`src/rtl/cnt_pwm_pkg.sv`:
```
// constants for the counter pwm and capture block
// Summary of operation
// - pwm low enable drives port b pin zero
// - pwm high enable drives port b pin one
// - pwm counters always count down
// - pwm counters raise no interrupts or events
// - pwm underflow reloads 0xff or 0xffff
// - wave low above code, high otherwise
// - single counter pwm is eight bits
// - pair size field selects 16/14/12/10 bits
// - code above resolution keeps wave high
// - period two to resolution, duty code-proportional
// - capture active reads of a and b return shadow registers, c and d stay live
// - interrupt after shadow register update
// - a and b share one capture condition
// - capture counters wrap either direction
// - edge field: off, rise, fall, both
// - source field: 1k, 32k, pin three, two
// - capture interrupt one or two ticks late
// - read each shadow after own interrupt
// - capture latching independent for a, b
package cnt_pwm_pkg;
	localparam int ADDR_W = 3;
	localparam int DATA_W = 8;
	localparam logic [ADDR_W-1:0] ADDR_CNT_A = 3'h0;
	localparam logic [ADDR_W-1:0] ADDR_CNT_B = 3'h1;
	localparam logic [ADDR_W-1:0] ADDR_CNT_C = 3'h2;
	localparam logic [ADDR_W-1:0] ADDR_CNT_D = 3'h3;
	localparam logic [ADDR_W-1:0] ADDR_CONFIG_FIRST = 3'h4;
	localparam logic [ADDR_W-1:0] ADDR_CONFIG_SECOND = 3'h5;
	localparam logic [ADDR_W-1:0] ADDR_DIRECTION = 3'h6;
	localparam logic [ADDR_W-1:0] ADDR_PORT_B_OUT = 3'h7;
	// counter_config_first fields
	localparam int CF1_PIN_EN_LSB = 0;
	localparam int CF1_CASC_LSB = 2;
	localparam int CF1_RUN_LSB = 4;
	// counter_config_second fields
	localparam int CF2_RES_FIRST_LSB = 0;
	localparam int CF2_RES_SECOND_LSB = 2;
	localparam int CF2_EDGE_LSB = 4;
	localparam int CF2_SRC_LSB = 6;
	localparam logic [DATA_W-1:0] RESET_CONFIG = 8'h00;
	localparam logic [DATA_W-1:0] RESET_COUNTER = 8'hff;
	typedef enum logic [1:0] {
		EDGE_OFF = 2'b00,
		EDGE_RISE = 2'b01,
		EDGE_FALL = 2'b10,
		EDGE_BOTH = 2'b11
	} capture_edge_t;
	typedef enum logic [1:0] {
		SRC_PIN_TWO = 2'b00,
		SRC_PIN_THREE = 2'b01,
		SRC_TAP_32K = 2'b10,
		SRC_TAP_1K = 2'b11
	} capture_source_t;
	localparam logic [15:0] RES_MASK_16 = 16'hffff;
	localparam logic [15:0] RES_MASK_14 = 16'h3fff;
	localparam logic [15:0] RES_MASK_12 = 16'h0fff;
	localparam logic [15:0] RES_MASK_10 = 16'h03ff;
endpackage

```
`src/rtl/counter_pwm_capture.sv`:
```
// four 8-bit counters with pwm outputs and a/b capture shadows
`timescale 1ns/10ps
module counter_pwm_capture
	import cnt_pwm_pkg::*;
(
	input wire logic core_clk,
	input wire logic rst,
	input wire logic [ADDR_W-1:0] reg_addr,
	input wire logic [DATA_W-1:0] reg_wdata,
	input wire logic reg_wr,
	input wire logic reg_rd,
	output logic [DATA_W-1:0] reg_rdata,
	input wire logic [3:0] count_tick,
	input wire logic tap_1k,
	input wire logic tap_32k,
	input wire logic port_a_pin_two,
	input wire logic port_a_pin_three,
	output logic port_b_pin_zero,
	output logic port_b_pin_one,
	output logic counter_first_interrupt,
	output logic counter_second_interrupt
);

	logic [DATA_W-1:0] cnt_q [4];
	logic [DATA_W-1:0] code_q [4];
	logic [DATA_W-1:0] counter_config_first_q;
	logic [DATA_W-1:0] counter_config_second_q;
	logic [3:0] count_direction_bit_q;
	logic [DATA_W-1:0] port_b_output_value_q;
	logic [DATA_W-1:0] reg_rdata_q;
	logic [DATA_W-1:0] shadow_q [2];
	logic [1:0] pending_q;
	logic [1:0] irq_q;
	logic pin_zero_q;
	logic pin_one_q;
	logic [1:0] pa_meta_q;
	logic [1:0] pa_sync_q;
	logic src_prev_q;

	logic [3:0] step;
	logic [3:0] count_up;
	logic [3:0] wr_cnt;
	logic [1:0] wave;
	logic [1:0] pair_pwm;
	logic [1:0] pair_casc;
	logic [3:0] run;
	logic [1:0] res_first;
	logic [1:0] res_second;
	capture_edge_t capture_edge_select;
	capture_source_t capture_source_select;
	logic capture_active;
	logic src_now;
	logic src_rise;
	logic src_fall;
	logic capture_cond;
	logic [1:0] capture_take;
	logic [DATA_W-1:0] rd_mux;

	function automatic logic [15:0] res_mask(input logic [1:0] sel);
		case (sel)
			2'b11: res_mask = RES_MASK_16;
			2'b10: res_mask = RES_MASK_14;
			2'b01: res_mask = RES_MASK_12;
			default: res_mask = RES_MASK_10;
		endcase
	endfunction

	assign pair_pwm = counter_config_first_q[CF1_PIN_EN_LSB +: 2];
	assign pair_casc = counter_config_first_q[CF1_CASC_LSB +: 2];
	assign run = counter_config_first_q[CF1_RUN_LSB +: 4];
	assign res_first = counter_config_second_q[CF2_RES_FIRST_LSB +: 2];
	assign res_second = counter_config_second_q[CF2_RES_SECOND_LSB +: 2];
	assign capture_edge_select = capture_edge_t'(counter_config_second_q[CF2_EDGE_LSB +: 2]);
	assign capture_source_select = capture_source_t'(counter_config_second_q[CF2_SRC_LSB +: 2]);
	assign capture_active = (capture_edge_select != EDGE_OFF);

	// counter stepping, wave generation per pair
	genvar p;
	generate
		for (p = 0; p < 2; p++) begin : g_pair
			localparam int LO = 2 * p;
			localparam int HI = 2 * p + 1;
			logic lo_wrap;
			logic [15:0] pair_val;
			logic [15:0] pair_code;
			logic [15:0] mask;
			logic single_wave;
			logic casc_wave;
			assign step[LO] = count_tick[LO] & run[LO];
			// pwm forces down counting regardless of direction bit
			assign count_up[LO] = count_direction_bit_q[LO] & ~pair_pwm[p];
			assign count_up[HI] = (pair_casc[p] ? count_direction_bit_q[LO] : count_direction_bit_q[HI])
				& ~pair_pwm[p];
			assign lo_wrap = count_up[LO] ? (cnt_q[LO] == 8'hff) : (cnt_q[LO] == 8'h00);
			// cascaded high half steps on the low half carry or borrow, giving 0xffff wrap
			assign step[HI] = pair_casc[p] ? (step[LO] & lo_wrap) : (count_tick[HI] & run[HI]);
			assign pair_val = {cnt_q[HI], cnt_q[LO]};
			assign pair_code = {code_q[HI], code_q[LO]};
			assign mask = res_mask(p == 0 ? res_first : res_second);
			assign single_wave = (cnt_q[LO] <= code_q[LO]);
			// low bits repeat every 2^res counts, so the period follows the resolution
			assign casc_wave = (pair_code > mask) | ((pair_val & mask) <= pair_code);
			assign wave[p] = pair_casc[p] ? casc_wave : single_wave;
		end
	endgenerate

	genvar c;
	generate
		for (c = 0; c < 4; c++) begin : g_cnt
			assign wr_cnt[c] = reg_wr & (reg_addr == ADDR_W'(c));
			always_ff @(posedge core_clk) begin
				if (rst) begin
					cnt_q[c] <= RESET_COUNTER;
					code_q[c] <= RESET_COUNTER;
				end else begin
					if (wr_cnt[c])
						code_q[c] <= reg_wdata;
					// a write reloads the count only while the pair's low counter (a for a/b, c for c/d) is stopped
					if (wr_cnt[c] && !run[c & 2'h2])
						cnt_q[c] <= reg_wdata;
					else if (step[c])
						cnt_q[c] <= count_up[c] ? cnt_q[c] + 8'h01 : cnt_q[c] - 8'h01;
				end
			end
		end
	endgenerate

	// configuration registers
	always_ff @(posedge core_clk) begin
		if (rst) begin
			counter_config_first_q <= RESET_CONFIG;
			counter_config_second_q <= RESET_CONFIG;
			count_direction_bit_q <= 4'h0;
			port_b_output_value_q <= RESET_CONFIG;
		end else if (reg_wr) begin
			case (reg_addr)
				ADDR_CONFIG_FIRST: counter_config_first_q <= reg_wdata;
				ADDR_CONFIG_SECOND: counter_config_second_q <= reg_wdata;
				ADDR_DIRECTION: count_direction_bit_q <= reg_wdata[3:0];
				ADDR_PORT_B_OUT: port_b_output_value_q <= reg_wdata;
				default: ;
			endcase
		end
	end

	// port b pins: pwm waveform takes over from the port output bits
	always_ff @(posedge core_clk) begin
		if (rst) begin
			pin_zero_q <= 1'b0;
			pin_one_q <= 1'b0;
		end else begin
			pin_zero_q <= pair_pwm[0] ? wave[0] : port_b_output_value_q[0];
			pin_one_q <= pair_pwm[1] ? wave[1] : port_b_output_value_q[1];
		end
	end
	assign port_b_pin_zero = pin_zero_q;
	assign port_b_pin_one = pin_one_q;

	// port a capture inputs into the core clock domain
	always_ff @(posedge core_clk) begin
		if (rst) begin
			pa_meta_q <= 2'b00;
			pa_sync_q <= 2'b00;
		end else begin
			pa_meta_q <= {port_a_pin_three, port_a_pin_two};
			pa_sync_q <= pa_meta_q;
		end
	end

	always_comb begin
		case (capture_source_select)
			SRC_TAP_1K: src_now = tap_1k;
			SRC_TAP_32K: src_now = tap_32k;
			SRC_PIN_THREE: src_now = pa_sync_q[1];
			SRC_PIN_TWO: src_now = pa_sync_q[0];
			default: src_now = 1'b0;
		endcase
	end

	assign src_rise = src_now & ~src_prev_q;
	assign src_fall = ~src_now & src_prev_q;

	always_comb begin
		case (capture_edge_select)
			EDGE_RISE: capture_cond = src_rise;
			EDGE_FALL: capture_cond = src_fall;
			EDGE_BOTH: capture_cond = src_rise | src_fall;
			default: capture_cond = 1'b0;
		endcase
	end

	// each counter latches its pending capture on its own counter clock tick
	assign capture_take = pending_q & step[1:0];

	always_ff @(posedge core_clk) begin
		if (rst) begin
			src_prev_q <= 1'b0;
			pending_q <= 2'b00;
			irq_q <= 2'b00;
			shadow_q[0] <= RESET_COUNTER;
			shadow_q[1] <= RESET_COUNTER;
		end else begin
			src_prev_q <= src_now;
			// a new condition in the capture cycle stays pending
			pending_q <= (pending_q & ~capture_take) | {2{capture_cond}};
			if (capture_take[0])
				shadow_q[0] <= cnt_q[0];
			if (capture_take[1])
				shadow_q[1] <= cnt_q[1];
			// interrupt once the shadow holds the new value; pwm pair stays silent
			irq_q <= capture_take & {2{~pair_pwm[0]}};
		end
	end
	assign counter_first_interrupt = irq_q[0];
	assign counter_second_interrupt = irq_q[1];

	// read path, data valid the cycle after the strobe
	always_comb begin
		case (reg_addr)
			ADDR_CNT_A: rd_mux = capture_active ? shadow_q[0] : cnt_q[0];
			ADDR_CNT_B: rd_mux = capture_active ? shadow_q[1] : cnt_q[1];
			ADDR_CNT_C: rd_mux = cnt_q[2];
			ADDR_CNT_D: rd_mux = cnt_q[3];
			ADDR_CONFIG_FIRST: rd_mux = counter_config_first_q;
			ADDR_CONFIG_SECOND: rd_mux = counter_config_second_q;
			ADDR_DIRECTION: rd_mux = {4'h0, count_direction_bit_q};
			ADDR_PORT_B_OUT: rd_mux = port_b_output_value_q;
			default: rd_mux = 8'h00;
		endcase
	end

	always_ff @(posedge core_clk) begin
		if (rst)
			reg_rdata_q <= 8'h00;
		else if (reg_rd)
			reg_rdata_q <= rd_mux;
	end
	assign reg_rdata = reg_rdata_q;
endmodule

```
`config.mk`:
```
export PLATFORM = sky130hd
export DESIGN_NAME = counter_pwm_capture
export DESIGN_NICKNAME = d
export VERILOG_FILES = /design/src/rtl/cnt_pwm_pkg.sv /design/src/rtl/counter_pwm_capture.sv
export SDC_FILE = /design/constraint.sdc
export NUM_CORES = 1
export LEC_CHECK = 0
export BUFFER_PORTS_ARGS = -buffer_cell sky130_fd_sc_hd__buf_2
export CORE_AREA = 5 5 164 166
export DETAILED_ROUTE_END_ITERATION = 7
export DIE_AREA = 0 0 169 171
export PLACE_DENSITY = 0.5
export SLEW_MARGIN = 20
export SYNTH_ARGS = -nofsm -noshare
export SYNTH_HDL_FRONTEND = slang
export SYNTH_SLANG_ARGS = --single-unit
```
`constraint.sdc`:
```
create_clock -name core_clk -period 2.8 [get_ports core_clk]
set_input_delay 0.14 -clock core_clk [delete_from_list [all_inputs] [get_ports core_clk]]
set_output_delay 0.14 -clock core_clk [all_outputs]
set_load 0.01 [all_outputs]
```
==> run summary <==
In this run the clock root is driven by a sky130_fd_sc_hd__clkbuf_16. Buffers added to address setup during post-CTS repair amount to 0. Global routing consumed, over all layers together, 16.6% of the routing resources. The region available for standard cell placement spans 25500 sq um. Dividing the detail-routed wire length by the instance count gives 19.6 microns. The flow ran to the end, and the final reports show no timing, DRC or antenna violations.

In this run, synthesis produced a sequential element count of 127. After layout, the worst path uses 88.9% of the clock period. Counting cells, the worst reg-to-reg path comes to 9. During synthesis, Yosys emitted a total of 0 warnings. The logs give 2.68 ns for the arrival time of data at the critical path endpoint and 3.42 nW for the leakage power.

Along the worst path, the maximum fanout reaches 8. By instance count, the leading cell after synthesis is sky130_fd_sc_hd__nand2_1. After clock tree synthesis, the clock-pin slew on the worst setup and hold paths is 0.06 ns. Measured along the y axis, the die boundary spans 171 microns. The residual antenna-violating net count after detailed routing is 0, and the effective utilization at floorplan is 31.4%.

The logs give 968 for the net count reported at finish and 9100 sq um for the design area. The final period demand of the worst path was 2.49 ns; the area fraction of the dominant cell type after synthesis was 30.1%. When the netlist entered floorplanning its net count stood at 943.

The run gives 35.7% as the core occupancy in the finished layout. The run gives 322 uV as the worst ir drop on vdd. Setup repair after global routing left no endpoint under its margin. Sorting the synthesized cells by area gives the leading types as sky130_fd_sc_hd__edfxtp_1 (30%), sky130_fd_sc_hd__dfxtp_1 (12%), sky130_fd_sc_hd__ha_1 (11%). The total of cells resized after clock tree synthesis was 0.

Hold is met by 0.128 ns. For this run, design rule violations remaining after detail routing come to 0. Each instance of the synthesized netlist takes up on average 9.44 sq um. The first global-routing pass estimated 36.5 mm of wire. The area overhead of the layout relative to synthesis came out at 14.0%. Walking the worst path, the cells encountered are mux2i_1 -> or2_2 -> fa_1 -> a21o_1 -> a21oi_1 -> o21bai_1 -> a21oi_1 -> xnor2_1 -> o22a_1.

After synthesis, the most frequently instantiated cells are sky130_fd_sc_hd__nand2_1 (96), sky130_fd_sc_hd__edfxtp_1 (80), sky130_fd_sc_hd__a21oi_1 (78), sky130_fd_sc_hd__ha_1 (70), sky130_fd_sc_hd__nor2_1 (66). The run gives 0 as the number of hold violations in the final report. Via count of the first global-routing pass: 6048. Of all flip-flops after synthesis, the portion carrying an async set or reset was 0%. The run gives 0 as the count of maximum capacitance violations. The relative slew slack was 43.1%; the hold path depth was 3. In this run the number of H-tree levels came out at 4.

The delay contributed by the slowest stage of the critical path came out at 0.43 ns. In this run, synthesis inferred 80 flip-flops with an integrated enable. The logs give 17 for the total CTS buffers and 0 for the final count of pins violating max slew. The area of the die was 28900 sq um. Synthesis instantiated 59 different standard cells from the library. The placement-stage cell area was 8490 sq um.

The number of hold buffers added after CTS was 2. The antenna diode count is 0. The final count of negative-setup-slack endpoints is 0. The most frequent cell on the critical path was sky130_fd_sc_hd__a21oi_1.

For the final routed database, the setup TNS stands at 0 ns. The worst setup path is launched from a register. Summed over all layers, the routed wires come to 23.9 mm. The number of antenna violations at the first check in global routing was 0; the final weighted congestion in routability-driven placement was 0.860.

Row generation in the floorplan step produced 59 rows. Of the cells placed in the final design, the portion with a size suffix greater than 1 is 14.6%. The tree built by TritonCTS fans out to 127 sinks. The first detailed-routing pass ran for 5 iterations.

The slowest stage of the critical path belongs to the cell sky130_fd_sc_hd__fa_1. The worst setup path is captured at a register. For this block, the via count after detailed routing is 6328. TritonCTS built the clock tree. The total overflow left after global routing is 0.

Derived from the worst setup path, the maximum achievable clock frequency is 402 MHz. On the final layout, the worst clock skew is 0.0153 ns. The required time of the worst setup path came out at 2.99 ns. For this block, the initial DRC count from the detailed router was 453. The setup path with the least slack is of type reg2reg. At the later pin of the worst-skew pair, clock insertion delay measures 0.43 ns. After detailed routing, the number of vias per cell comes to 5.19. Number of buffers inserted by port buffering: 34. The sequential fraction of the synthesis area came out at 41.9%. In the synthesized netlist the dominant register cell turns out to be sky130_fd_sc_hd__edfxtp_1.

The die is 169 microns wide. 35 I/O pins were placed. The run gives 0.312 ns as the final worst setup slack. Detailed placement finished with a half-perimeter wire length of 17.0 mm. The post-synthesis instance area is 7990 sq um, and the slew at the pin closest to its max-slew limit is 0.854 ns. Entering global routing, the biggest net connects 80 pins.

Number of buffers between clock root and the deepest sink: 2. The run gives 846 as the post-synthesis instance total. In this run the power density over the cells is 528 nW/um^2.

The worst setup slack after placement was 0.317 ns. The type of the worst min-delay path is in2reg. Library cell occupying the most area in the post-synthesis netlist: sky130_fd_sc_hd__edfxtp_1.
[layout make-up]
cell class,instances,area [sq um]
Multi-Input combinational cell,630,4280
Tap cell,335,419
Fill cell,2604,16400
Inverter,44,165
Sequential cell,127,3340
Timing Repair Buffer,51,303
Clock inverter,10,71.3
Clock buffer,22,519
[report_power, final]
part           total [W]  internal [W]  switching, W
combinational   0.000485      0.000179      0.000306
sequential       0.00209       0.00205     0.0000472
clock            0.00222       0.00132      0.000901
total            0.00480       0.00355       0.00125
[kinds of logic after synthesis]
logic type | synth area share, %
multiplexers | 3.56
adder cells (fa/ha/maj) | 12.0
buffers and inverters | 4.54
XOR/XNOR | 3.07
AND/OR/NAND/NOR | 20.1
AO/OA/AOI/OAI | 14.9
flip-flops | 41.9
[metrics by stage]
| stage | total power, W | std cells |
|---|---|---|
| finish | 0.00480 | 1219 |
| global placement | 0.00262 | 1185 |
| detailed placement | 0.00262 | 1185 |
| CTS | 0.00484 | 1219 |
| global route | 0.00497 | 1219 |
| floorplan | 0.00244 | 846 |
[layout by cell type, fill, tap and decap left out, types with 8 or more instances in the layout]
cell and n:
sky130_fd_sc_hd__nand3_1 8, sky130_fd_sc_hd__nand2b_1 21, sky130_fd_sc_hd__xnor2_1 19, sky130_fd_sc_hd__ha_1 70, sky130_fd_sc_hd__clkbuf_16 20, sky130_fd_sc_hd__or3_1 18, sky130_fd_sc_hd__nor2b_1 20, sky130_fd_sc_hd__edfxtp_1 80
sky130_fd_sc_hd__dfxtp_1 47, sky130_fd_sc_hd__a21oi_1 78, sky130_fd_sc_hd__a21o_1 15, sky130_fd_sc_hd__or2_2 34, sky130_fd_sc_hd__xor2_1 9, sky130_fd_sc_hd__mux2i_1 16, sky130_fd_sc_hd__nor2_1 66, sky130_fd_sc_hd__nand4_1 21
sky130_fd_sc_hd__inv_1 44, sky130_fd_sc_hd__buf_4 15, sky130_fd_sc_hd__nand2_1 96, sky130_fd_sc_hd__nor3_1 12, sky130_fd_sc_hd__o22a_1 17, sky130_fd_sc_hd__o21ai_0 13, sky130_fd_sc_hd__buf_2 34
[final timing paths]
kind / startpoint / endpoint / slack, ns
worst max-delay path: count_direction_bit_q[0] / cnt_q[1][6] / 0.31
worst min register to register: pa_meta_q[0] / pa_sync_q[0] / 0.44
worst min-delay path: count_tick[0] / irq_q[0] / 0.13
worst max register to register: count_direction_bit_q[0] / cnt_q[1][6] / 0.31
[worst max-delay path: cells and delay by family, from the launching register on]
kind	cells	cell delay (ns)
multiplexers	1	0.10
AO/OA/AOI/OAI	5	0.82
flip-flops	1	0.42
AND/OR/NAND/NOR	1	0.39
XOR/XNOR	1	0.08
adder cells (fa/ha/maj)	1	0.43
[sequential cells by signal (all words and copies together) (netlist names)]
| signal | cells |
|---|---|
| cnt_q | 32 |
| code_q | 32 |
| count_direction_bit_q | 4 |
| counter_config_first_q | 8 |
| counter_config_second_q | 8 |
| irq_q | 2 |
| pa_meta_q | 2 |
| pa_sync_q | 2 |
| pending_q | 2 |
| port_b_output_value_q | 8 |
| port_b_pin_one | 1 |
| port_b_pin_zero | 1 |
| reg_rdata | 8 |
| shadow_q | 16 |
| src_prev_q | 1 |
[layer usage]
metal  track usage (%)  part of all wire (%)  up-vias
li1                  -                     -     3104
met1              24.2                    50     3049
met2              25.5                    45      153
met3              2.70                   3.9       22
met4              4.97                   1.7        0
met5                 0                     0        -
Power figures use the tool's default switching activity.
